===== config.mk =====
export PLATFORM = sky130hd
export DESIGN_NAME = monitor_alarm_flag_unit
export DESIGN_NICKNAME = d
export VERILOG_FILES = /design/src/inc/monitor_alarm_pkg.sv /design/src/rtl/conv_sequencer.sv /design/src/rtl/monitor_alarm_flag_unit.sv
export VERILOG_INCLUDE_DIRS = /design/src /design/src/inc
export SDC_FILE = /design/constraint.sdc
export NUM_CORES = 1
export LEC_CHECK = 0
export BUFFER_PORTS_ARGS = -buffer_cell sky130_fd_sc_hd__buf_2
export CAP_MARGIN = 5
export CORE_UTILIZATION = 56
export DETAILED_ROUTE_END_ITERATION = 16
export PLACE_DENSITY = 0.8
export REMOVE_ABC_BUFFERS = 1
export SYNTH_ARGS = -nofsm -noshare
export SYNTH_HDL_FRONTEND = slang
export SYNTH_HIERARCHICAL = 1
export SYNTH_SLANG_ARGS = --single-unit

===== constraint.sdc =====
create_clock -name clk_sys -period 2.5 [get_ports clk_sys]
set_input_delay 0.375 -clock clk_sys [delete_from_list [all_inputs] [get_ports clk_sys]]
set_output_delay 0.375 -clock clk_sys [all_outputs]
set_load 0.05 [all_outputs]

===== src/inc/monitor_alarm_map.svh =====
/*
  Register offsets, field positions, reset values and counts of the monitor alarm flag unit.
  Assumes byte-wide registers on two register pages picked by a page bit.
*/
`ifndef MONITOR_ALARM_MAP_SVH
`define MONITOR_ALARM_MAP_SVH

`define MAF_PAGE_DIAG 1'b0
`define MAF_PAGE_MAKER 1'b1

// Diagnostic page
`define MAF_ALM_STAT_HI 8'h70
`define MAF_ALM_STAT_LO 8'h71
`define MAF_WRN_STAT_HI 8'h74
`define MAF_WRN_STAT_LO 8'h75
`define MAF_ALM_MASK_MAIN 8'hf8
`define MAF_ALM_MASK_RX 8'hf9
`define MAF_WRN_MASK_MAIN 8'hfa
`define MAF_WRN_MASK_RX 8'hfb

// Maker page
`define MAF_CFG_ZERO 8'h05
`define MAF_CFG_FOUR 8'h19
`define MAF_DATA_READY 8'hfd

`define MAF_MASK_MAIN_RST 8'h00
`define MAF_MASK_RX_RST 8'h40
`define MAF_MASK_RX_WMASK 8'hc0
`define MAF_CFG_ZERO_RST 8'h00
`define MAF_CFG_FOUR_RST 8'h00

`define MAF_CFG0_AUX_LSB 0
`define MAF_CFG0_TEMP9_BIT 3
`define MAF_CFG0_MAKER_BIT 7
`define MAF_CFG4_ALM_LIVE_BIT 4
`define MAF_CFG4_WRN_LIVE_BIT 5
`define MAF_CFG4_ALM_FAULT_BIT 6
`define MAF_CFG4_WRN_FAULT_BIT 7

`define MAF_NUM_CHAN 5
`define MAF_NUM_FLAGS 10

`endif


===== src/inc/monitor_alarm_pkg.sv =====
/*
  Types shared by the monitor alarm flag unit and its conversion sequencer.
  Assumes the map header supplies the numeric constants.
*/
package monitor_alarm_pkg;

  typedef enum logic [2:0] {
    CH_TEMP,
    CH_AUX,
    CH_MPD,
    CH_ILD,
    CH_RX
  } chan_t;

  typedef enum logic [2:0] {
    AUX_SUPPLY,
    AUX_ANALOG_SUPPLY,
    AUX_BIAS_NODE,
    AUX_MOD_NODE,
    AUX_POWER_LOOP_DAC,
    AUX_MOD_DAC,
    AUX_FAULT_DAC,
    AUX_RESERVED
  } aux_sel_t;

  // Byte access from the serial interface engine
  typedef struct packed {
    logic wr;
    logic rd;
    logic page;
    logic [7:0] addr;
    logic [7:0] wdata;
  } reg_req_t;

  typedef struct packed {
    logic [8:0] temp;
    logic [7:0] aux;
    logic [7:0] mpd;
    logic [7:0] ild;
    logic [11:0] rx;
  } results_t;

endpackage : monitor_alarm_pkg


===== src/rtl/conv_sequencer.sv =====
/*
  Round-robin converter sequencer: starts one conversion per channel, in fixed order.
  Assumes the converter answers each start with exactly one done pulse.
*/
`timescale 1ns/1ps
module conv_sequencer (
  input wire logic clk_sys,
  input wire logic rstn,
  input wire logic ce,
  input wire logic convDone,
  output logic convStart,
  output monitor_alarm_pkg::chan_t convChan,
  output logic capture
);
  import monitor_alarm_pkg::*;

  typedef enum logic {SEQ_START, SEQ_WAIT} seq_state_t;

  seq_state_t state_ff;
  seq_state_t nxt_state;
  chan_t chan_ff;
  chan_t nxt_chan;
  wire logic lastChan = (chan_ff == CH_RX);

  assign convStart = (state_ff == SEQ_START);
  assign capture = (state_ff == SEQ_WAIT) && convDone;
  assign convChan = chan_ff;
  assign nxt_state = convStart ? SEQ_WAIT : (capture ? SEQ_START : state_ff);
  assign nxt_chan = !capture ? chan_ff : (lastChan ? CH_TEMP : chan_t'(chan_ff + 3'd1));

  always_ff @(posedge clk_sys or negedge rstn) begin
    if (!rstn) begin
      state_ff <= SEQ_START;
      chan_ff <= CH_TEMP;
    end else if (ce) begin
      state_ff <= nxt_state;
      chan_ff <= nxt_chan;
    end
  end
endmodule : conv_sequencer


===== src/rtl/monitor_alarm_flag_unit.sv =====
/*
  Monitor alarm flag unit: sequences the converter, keeps results, alarm and
  warning flags, masks, interrupt and transmit-fault outputs.
  Assumes a serial interface engine delivers one-cycle byte read/write strobes
  and that threshold comparators deliver live condition bits.
*/
// How it works
// - Convert five channels in fixed round-robin order
// - Maker mode lets aux channel pick other nodes
// - Three-bit select chooses auxiliary input source
// - Result widths: temp 8/9, others 8, rx 12
// - Violation sets flag, raises unmasked interrupt
// - Mask bit one blocks interrupt, flag still sets
// - Byte F8 alarm masks, all reset zero
// - Byte F9 rx alarm masks, low resets one
// - Byte FA warning masks, same order, zero
// - Byte FB rx warning masks, low resets one
// - Config four bit 6 routes alarms to fault
// - Config four bit 7 routes warnings to fault
// - Same masks suppress each transmit-fault source
// - Flags latch until read or disable toggles
// - Config four bit 5 makes warnings live
// - Config four bit 4 makes alarms live
// - Read-only data-ready byte, one bit per channel
`timescale 1ns/1ps
`include "monitor_alarm_map.svh"
module monitor_alarm_flag_unit (
  input wire logic clk_sys,
  input wire logic rstn,
  input wire logic ce,
  input monitor_alarm_pkg::reg_req_t regReq,
  output logic [7:0] regRdData,
  input wire logic convDone,
  input wire logic [11:0] convData,
  output logic convStart,
  output monitor_alarm_pkg::chan_t convChan,
  output monitor_alarm_pkg::aux_sel_t auxSelect,
  output monitor_alarm_pkg::results_t results,
  input wire logic [9:0] alarmCond,
  input wire logic [9:0] warnCond,
  input wire logic transmitDisableIn,
  output logic irqOut,
  output logic transmitFaultOut
);
  import monitor_alarm_pkg::*;

  logic [7:0] almMaskMain_ff;
  logic [7:0] almMaskRx_ff;
  logic [7:0] wrnMaskMain_ff;
  logic [7:0] wrnMaskRx_ff;
  logic [7:0] cfgZero_ff;
  logic [7:0] cfgFour_ff;
  logic [9:0] alarmFlags_ff;
  logic [9:0] warnFlags_ff;
  logic [9:0] nxt_alarmFlags;
  logic [9:0] nxt_warnFlags;
  logic [9:0] alarmCondPrev_ff;
  logic [9:0] warnCondPrev_ff;
  logic [4:0] dataReady_ff;
  logic txDisPrev_ff;
  logic irq_ff;
  logic fault_ff;
  logic [7:0] rdData_ff;
  results_t results_ff;
  logic capture;

  conv_sequencer u_seq (
    .clk_sys(clk_sys),
    .rstn(rstn),
    .ce(ce),
    .convDone(convDone),
    .convStart(convStart),
    .convChan(convChan),
    .capture(capture)
  );

  // Register decode
  wire logic onDiag = (regReq.page == `MAF_PAGE_DIAG);
  wire logic onMaker = (regReq.page == `MAF_PAGE_MAKER);
  wire logic wrAlmMain = regReq.wr && onDiag && (regReq.addr == `MAF_ALM_MASK_MAIN);
  wire logic wrAlmRx = regReq.wr && onDiag && (regReq.addr == `MAF_ALM_MASK_RX);
  wire logic wrWrnMain = regReq.wr && onDiag && (regReq.addr == `MAF_WRN_MASK_MAIN);
  wire logic wrWrnRx = regReq.wr && onDiag && (regReq.addr == `MAF_WRN_MASK_RX);
  wire logic wrCfgZero = regReq.wr && onMaker && (regReq.addr == `MAF_CFG_ZERO);
  wire logic wrCfgFour = regReq.wr && onMaker && (regReq.addr == `MAF_CFG_FOUR);
  wire logic rdAlmHi = regReq.rd && onDiag && (regReq.addr == `MAF_ALM_STAT_HI);
  wire logic rdAlmLo = regReq.rd && onDiag && (regReq.addr == `MAF_ALM_STAT_LO);
  wire logic rdWrnHi = regReq.rd && onDiag && (regReq.addr == `MAF_WRN_STAT_HI);
  wire logic rdWrnLo = regReq.rd && onDiag && (regReq.addr == `MAF_WRN_STAT_LO);
  wire logic rdReady = regReq.rd && onMaker && (regReq.addr == `MAF_DATA_READY);

  // Configuration fields
  wire logic makerMode = cfgZero_ff[`MAF_CFG0_MAKER_BIT];
  wire logic tempNine = cfgZero_ff[`MAF_CFG0_TEMP9_BIT];
  wire logic [2:0] auxField = cfgZero_ff[`MAF_CFG0_AUX_LSB +: 3];
  wire logic alarmLive = cfgFour_ff[`MAF_CFG4_ALM_LIVE_BIT];
  wire logic warnLive = cfgFour_ff[`MAF_CFG4_WRN_LIVE_BIT];
  wire logic alarmToFault = cfgFour_ff[`MAF_CFG4_ALM_FAULT_BIT];
  wire logic warnToFault = cfgFour_ff[`MAF_CFG4_WRN_FAULT_BIT];

  // Outside maker mode the aux channel always measures the supply input
  assign auxSelect = (!makerMode || auxField == 3'b111) ? AUX_SUPPLY
                                                        : aux_sel_t'(auxField);

  // Flag vector order: bits 9..2 follow the main mask byte, 1 = rx high, 0 = rx low
  wire logic [9:0] alarmMaskVec = {almMaskMain_ff, almMaskRx_ff[7:6]};
  wire logic [9:0] warnMaskVec = {wrnMaskMain_ff, wrnMaskRx_ff[7:6]};
  wire logic [9:0] alarmUnmasked = alarmFlags_ff & ~alarmMaskVec;
  wire logic [9:0] warnUnmasked = warnFlags_ff & ~warnMaskVec;
  wire logic nxt_irq = (|alarmUnmasked) || (|warnUnmasked);
  wire logic nxt_fault = (alarmToFault && |alarmUnmasked) || (warnToFault && |warnUnmasked);

  // Any edge of the disable pin clears every flag
  wire logic txToggle = transmitDisableIn ^ txDisPrev_ff;
  wire logic [9:0] alarmClr = {{8{rdAlmHi}}, {2{rdAlmLo}}} | {10{txToggle}};
  wire logic [9:0] warnClr = {{8{rdWrnHi}}, {2{rdWrnLo}}} | {10{txToggle}};

  // A live flag sets on the condition's rising edge, so a clear cannot hide a new event
  genvar i;
  generate
    for (i = 0; i < `MAF_NUM_FLAGS; i++) begin : g_flag
      assign nxt_alarmFlags[i] = alarmLive
        ? (alarmCond[i] && ((alarmFlags_ff[i] && !alarmClr[i]) || !alarmCondPrev_ff[i]))
        : ((alarmFlags_ff[i] && !alarmClr[i]) || alarmCond[i]);
      assign nxt_warnFlags[i] = warnLive
        ? (warnCond[i] && ((warnFlags_ff[i] && !warnClr[i]) || !warnCondPrev_ff[i]))
        : ((warnFlags_ff[i] && !warnClr[i]) || warnCond[i]);
    end
  endgenerate

  // Data-ready: set by a captured result, cleared by reading, set wins
  wire logic [4:0] readySet = capture ? (5'b00001 << convChan) : 5'b00000;
  wire logic [4:0] nxt_dataReady = (rdReady ? 5'b00000 : dataReady_ff) | readySet;

  // Temperature keeps its ninth bit only in nine-bit mode
  wire logic [8:0] tempRes = tempNine ? convData[11:3] : {convData[11:4], 1'b0};

  wire logic [7:0] rdMux =
    rdAlmHi ? alarmFlags_ff[9:2] :
    rdAlmLo ? {alarmFlags_ff[1:0], 6'h00} :
    rdWrnHi ? warnFlags_ff[9:2] :
    rdWrnLo ? {warnFlags_ff[1:0], 6'h00} :
    rdReady ? {3'b000, dataReady_ff} :
    (onDiag && regReq.addr == `MAF_ALM_MASK_MAIN) ? almMaskMain_ff :
    (onDiag && regReq.addr == `MAF_ALM_MASK_RX) ? almMaskRx_ff :
    (onDiag && regReq.addr == `MAF_WRN_MASK_MAIN) ? wrnMaskMain_ff :
    (onDiag && regReq.addr == `MAF_WRN_MASK_RX) ? wrnMaskRx_ff :
    (onMaker && regReq.addr == `MAF_CFG_ZERO) ? cfgZero_ff :
    (onMaker && regReq.addr == `MAF_CFG_FOUR) ? cfgFour_ff : 8'h00;

  always_ff @(posedge clk_sys or negedge rstn) begin
    if (!rstn) begin
      almMaskMain_ff <= `MAF_MASK_MAIN_RST;
      almMaskRx_ff <= `MAF_MASK_RX_RST;
      wrnMaskMain_ff <= `MAF_MASK_MAIN_RST;
      wrnMaskRx_ff <= `MAF_MASK_RX_RST;
      cfgZero_ff <= `MAF_CFG_ZERO_RST;
      cfgFour_ff <= `MAF_CFG_FOUR_RST;
    end else if (ce) begin
      if (wrAlmMain) almMaskMain_ff <= regReq.wdata;
      if (wrAlmRx) almMaskRx_ff <= regReq.wdata & `MAF_MASK_RX_WMASK;
      if (wrWrnMain) wrnMaskMain_ff <= regReq.wdata;
      if (wrWrnRx) wrnMaskRx_ff <= regReq.wdata & `MAF_MASK_RX_WMASK;
      if (wrCfgZero) cfgZero_ff <= regReq.wdata;
      if (wrCfgFour) cfgFour_ff <= regReq.wdata;
    end
  end

  always_ff @(posedge clk_sys or negedge rstn) begin
    if (!rstn) begin
      alarmFlags_ff <= 10'h000;
      warnFlags_ff <= 10'h000;
      alarmCondPrev_ff <= 10'h000;
      warnCondPrev_ff <= 10'h000;
      txDisPrev_ff <= 1'b0;
      dataReady_ff <= 5'h00;
      irq_ff <= 1'b0;
      fault_ff <= 1'b0;
      rdData_ff <= 8'h00;
    end else if (ce) begin
      alarmFlags_ff <= nxt_alarmFlags;
      warnFlags_ff <= nxt_warnFlags;
      alarmCondPrev_ff <= alarmCond;
      warnCondPrev_ff <= warnCond;
      txDisPrev_ff <= transmitDisableIn;
      dataReady_ff <= nxt_dataReady;
      irq_ff <= nxt_irq;
      fault_ff <= nxt_fault;
      if (regReq.rd) rdData_ff <= rdMux;
    end
  end

  // Results are refreshed one channel at a time as conversions complete
  always_ff @(posedge clk_sys or negedge rstn) begin
    if (!rstn) begin
      results_ff <= '0;
    end else if (ce && capture) begin
      unique case (convChan)
        CH_TEMP: results_ff.temp <= tempRes;
        CH_AUX: results_ff.aux <= convData[11:4];
        CH_MPD: results_ff.mpd <= convData[11:4];
        CH_ILD: results_ff.ild <= convData[11:4];
        CH_RX: results_ff.rx <= convData;
        default: results_ff <= results_ff;
      endcase
    end
  end

  assign results = results_ff;
  assign regRdData = rdData_ff;
  assign irqOut = irq_ff;
  assign transmitFaultOut = fault_ff;
endmodule : monitor_alarm_flag_unit


# Word-level counts from Yosys, hierarchy flattened
# Index checks and enable logic that the tools add are counted.
totals:
  reg_bits: 141
  output_inout_bits: 62
  wordCells: 253
  inputBits: 56
op_classes:
  addsub: 1
  reduce_logical: 165
  shift: 1
  mux: 38
  bitwise: 10
  n_eq_ne: 16
op_table:
  columns: ["operator", "n"]
  rows:
  - ["8-bit 2-to-1 mux", 11]
  - ["1-bit logical AND", 65]
  - ["1-bit logical OR", 43]
  - ["1-bit logical NOT", 41]
  - ["8-bit == test, second input constant", 5]
  - ["8-bit by 7-bit == test with 1-bit output, second input constant", 4]
  - ["2-bit AND reduction", 13]
  - ["1-bit 2-to-1 mux", 23]
  - ["10-bit AND", 2]
  - ["10-bit NOT", 2]
  - ["10-bit OR", 2]
  - ["10-bit OR reduction", 2]
  - ["5-bit 2-to-1 mux", 2]
  - ["8-bit by 3-bit == test with 1-bit output, second input constant", 1]
  - ["8-bit by 5-bit == test with 1-bit output, second input constant", 1]
  - ["3-bit by 2-bit == test with 1-bit output, second input constant", 2]
  - ["3-bit == test, second input constant", 2]
  - ["3-bit 2-to-1 mux", 2]
  - ["5-bit OR", 1]
  - ["1-bit by 3-bit << shifter with 5-bit output, first input constant", 1]
  - ["3-bit by 1-bit adder with 3-bit output, second input constant", 1]
  - ["3-bit by 1-bit == test with 1-bit output, second input constant", 1]
  - ["3-bit logical NOT", 1]
  - ["1-bit NOT", 2]
  - ["1-bit XOR", 1]

# Depth between registers and ports, before layout
logic_depth:
  word_depth: 13
  depth_mapped: 7
  ltp_nobuf: 5

# By module
# Netlist, hierarchy kept.
by_module_without_submodules:
  columns: ["mod", "cells_each", "seq_area_each_um2", "n_inst", "area_per_inst_um2"]
  rows:
  - ["monitor_alarm_flag_unit", 572, 3430.8, 1, 6339.8]
  - ["conv_sequencer", 19, 100.1, 1, 220.2]

# Worst setup path before layout
# OpenSTA, ideal clock, no wires.
synth_timing:
  path_kind: "register to register"
  start: "register u_seq.chan_ff[0], in the netlist u_seq/convChan[0]"
  end: "register results_ff, in the netlist results[10]"
  arrival_time_ns: 1.861
  setup_slack_ns: 0.514
  synth_period_minus_slack_ns: 1.986
  setup_time_ns: 0.125
  required_time_ns: 2.375
  path_buffers: 1
  path_stages_with_launch: 5
  path_cell_list: "dfrtp_1 nand3b_1 nor3b_1 buf_2 mux2_2"
synth_via:
  elab_chain_len: 2
synth_rtl:
  columns: ["element", "line", "source"]
  rows:
  - ["start: declaration", "conv_sequencer.sv:21", "chan_t chan_ff;"]
  - ["start signal: assignment", "conv_sequencer.sv:37", "chan_ff <= nxt_chan;"]
  - ["3-bit == test", "monitor_alarm_flag_unit.sv:198", "unique case (convChan)"]
  - ["2-bit AND reduction (no source line)", null, null]
  - ["end signal: assignment", "monitor_alarm_flag_unit.sv:204", "default: results_ff <= results_ff;"]
  - ["end: declaration", "monitor_alarm_flag_unit.sv:64", "results_t results_ff;"]
# No other way between the ends.
# A chain may end at the register's enable or synchronous reset.

# Worst setup path in the final report
layout_timing:
  start: "register u_seq.state_ff"
  end: "register results_ff, in the netlist results[40]"
layout_via:
  elab_chain_len: 3
layout_rtl:
  columns: ["element", "line", "source"]
  rows:
  - ["start: declaration", "conv_sequencer.sv:19", "seq_state_t state_ff;"]
  - ["start signal: assignment", "conv_sequencer.sv:36", "state_ff <= nxt_state;"]
  - ["1-bit logical AND", "conv_sequencer.sv:26", "assign capture = (state_ff == SEQ_WAIT) && convDone;"]
  - ["named net capture", "monitor_alarm_flag_unit.sv:65", "logic capture;"]
  - ["1-bit logical AND", "monitor_alarm_flag_unit.sv:197", "end else if (ce && capture) begin"]
  - ["2-bit AND reduction (no source line)", null, null]
# The timed path passes the listed nets, and every way through them passes these cells.

==> results.cfg <==
[critical_path]
startpoint = u_seq/state_ff
timing.rr.end = results[40]
r2r_start = u_seq/state_ff
crit_path_end = results[40]
worstPathRequired_ps = 2810
critical_path_peak_fanout = 11
r2r_cells = 4
criticalPathCategory = reg -> reg
cp-start-kind = register
critical-path-slowest-cell = nand2b_1
worstPathArrival_ps = 2150
slowest_delay_ps = 510
r2r_slack_ps = 660
endpoint_kind = register
crit_chain = and2_2, nand3b_1, nand2b_1, mux2_2

[sta]
fin_worst_skew_ps = 6.69
worstMarginPinSlew_ps = 934
hold_viol = 0
drv_slew = 0
relSlewSlack_pct = 37.5
setup_violations = 0
finalSetupTns_ps = 0
min_period_ps = 1840
fmax_mhz = 544
grt_setup_unrepaired = no
period_share_pct = 73.5

[synthesis]
synth_area_per_cell_sq_um = 11.1
synthDistinctLibCells = 65
synth-async-reset-ratio_pct = 100
ys_ff_latch = 141
synth_warnings = 6
synth_edf_count = 0
netlist_instances = 591
synth_top_flop_cell = dfrtp_1
yosysSeqAreaShare_pct = 53.8
synth_area_sq_um = 6560

[global_routing]
grt_pass1_vias = 5352
grt_start_max_net_pins = 70
grt_use_total_pct = 30.5
grt_overflow = 0
antenna_found_initial = 0
grt_pass1_wl_um = 27300

[drt]
ant_nets = 0
drc_errors = 0
drtIter0Drc = 559
num_vias = 5356
viasPerCell = 6.14
routedWlPerCell_um = 19.8
dr.pass1.iters = 5
routed_wl_um = 17300

[pwr]
p_leak_uw = 0.00382
pwr-share-clk_pct = 28.7
p_switching_uw = 3320
powerDensity_nw_per_um2 = 1030
switching_share_pct = 40.6
p_int_uw = 4850
vdd_ir_drop_max_mv = 0.971
combPwrFrac_pct = 33.0
pwr-share-seq_pct = 38.3

[cts]
clock_path_buffers = 2
h-tree-depth = 4
cts_setup_buffers = 0
path_clk_slew_ps = 60
cts_tree = yes
cts-root-buf = clkbuf_16
numCtsBuffers = 17
ctsResizeCount = 0
clock_latency_ps = 430
cts_num_sinks = 141

[die]
num_rows = 39
die_w_um = 110
core_area_sq_um = 11400
die_h_um = 110
initial_core_util_pct = 57.5
num_io_pins = 118
dieArea_sq_um = 12200

[place]
port_buffers = 117
dpl-instance-area_sq_um = 7340
place_congestion = 0.889
dp.cells = 840
hpwl_um = 12400

[cells_and_area]
syn_to_final_growth_pct = 20.4
diodes = 0
nets = 775
instances_no_fill = 873
layout-drive-gt1-share_pct = 35.2
final_area_sq_um = 7900

[worst_hold_path]
hold_depth = 2
hp-class = in -> reg

[run]
maxCapViolations = 0

[run_status]
status = completed
[sequential cells by signal, summed over array words and instances (netlist names), 10 cells and up]
name              cells
warnCondPrev_ff      10
results              45
alarmCondPrev_ff     10
alarmFlags_ff        10
warnFlags_ff         10
[cells in the final DEF, fill, tap and decap left out, drive strengths merged, types with 3 or more instances in the layout]
cell | synthesis | layout
o2111ai | 3 | 3
clkinv | 2 | 7
a21boi | 3 | 3
buf | 12 | 131
o221ai | 7 | 7
dfrtp | 139 | 139
a21oi | 43 | 43
inv | 43 | 49
o21ai | 46 | 46
a21o | 3 | 3
or4 | 3 | 3
o22ai | 12 | 12
nand2b | 15 | 15
nor2 | 21 | 21
o21a | 3 | 3
a22oi | 8 | 8
or3 | 5 | 5
nand2 | 42 | 42
nor3 | 7 | 7
a221oi | 11 | 11
a31oi | 18 | 18
mux2 | 83 | 83
nand3 | 3 | 3
clkbuf | 13 | 20
[metrics by stage]
step | power [uW] | utilization (%) | hold WS, ps | setup slack [ps]
floorplan | 5010 | - | 79.4 | 76.6
global placement | 5710 | 64.3 | 401 | 416
detailed placement | 5830 | 64.3 | 424 | 289
CTS | 8190 | 69.2 | 171 | 652
global route | 8480 | 69.2 | 183 | 470
finish | 8170 | 69.2 | 184 | 663
[Yosys cell counts, types with 3 or more instances]
cell type,instances,area [sq um]
a21boi_0,3,22.5
a21o_1,3,22.5
a21oi_1,43,215
a221oi_1,11,96.3
a22oi_1,8,60.1
a31oi_1,18,113
buf_1,3,11.3
buf_2,8,40.0
clkbuf_1,13,48.8
dfrtp_1,139,3480
inv_1,43,161
mux2_1,4,45.0
mux2_2,79,890
nand2_1,40,150
nand2b_1,15,93.8
nor2_1,20,75.1
nor3_1,6,30.0
o2111ai_1,3,26.3
o21a_1,3,22.5
o21ai_0,46,230
o221ai_1,7,61.3
o22ai_1,12,75.1
or3_1,5,31.3
or4_1,3,22.5
[how the worst min path moves through the flow]
| stage | start | endpoint | slack (ps) |
|---|---|---|---|
| finish | convData[0] | results[0] | 180 |
| global route | convData[0] | results[0] | 180 |
| CTS | convData[0] | results[0] | 170 |
| detailed placement | rstn | results[20] | 420 |
| global placement | rstn | results[37] | 400 |
| floorplan | rstn | alarmCondPrev_ff[0] | 80 |
[cells by family after synthesis]
| group | Yosys count | synth area share (%) |
|---|---|---|
| fa+ha+maj | 2 | 0.381 |
| mux | 85 | 14.6 |
| compound gates | 174 | 16.7 |
| xor+xnor | 2 | 0.267 |
| simple gates | 117 | 9.96 |
| flops | 141 | 53.8 |
| buf+inv | 70 | 4.27 |
[power by group through the flow]
stage	clock network, uW	registers, uW	logic, uW
after detailed placement	0	3140	2690
after CTS	2370	3120	2700
final	2350	3130	2690
after floorplan	0	4320	698
after global routing	2480	3180	2820
after global placement	0	3100	2600
[metal layers]
| layer | vias to the layer above | track usage (%) | wire length, um |
|---|---|---|---|
| met2 | 236 | 48.0 | 8460 |
| met3 | 48 | 8.41 | 1270 |
| met1 | 2663 | 39.9 | 7090 |
| met4 | 0 | 12.9 | 505 |
| met5 | - | 0 | 0 |
| li1 | 2409 | - | - |
[timing repair]
action,CTS,global route
endpoints found under the setup margin,0,0
hold buffers,1,0
endpoints found under the hold margin,65,0
[critical path: cells and delay by family, from the launching register on]
family / cells / cell delay (ps)
and+or+nand+nor: 3 / 860
DFF: 1 / 440
muxes: 1 / 410
[cell type report]
class	instances	area, sq um
Clock buffer	20	447
Clock inverter	12	103
Fill cell	858	3520
Inverter	45	169
Multi-Input combinational cell	380	2750
Sequential cell	141	3530
Tap cell	143	179
Timing Repair Buffer	132	719
Power figures use the tool's default switching activity.
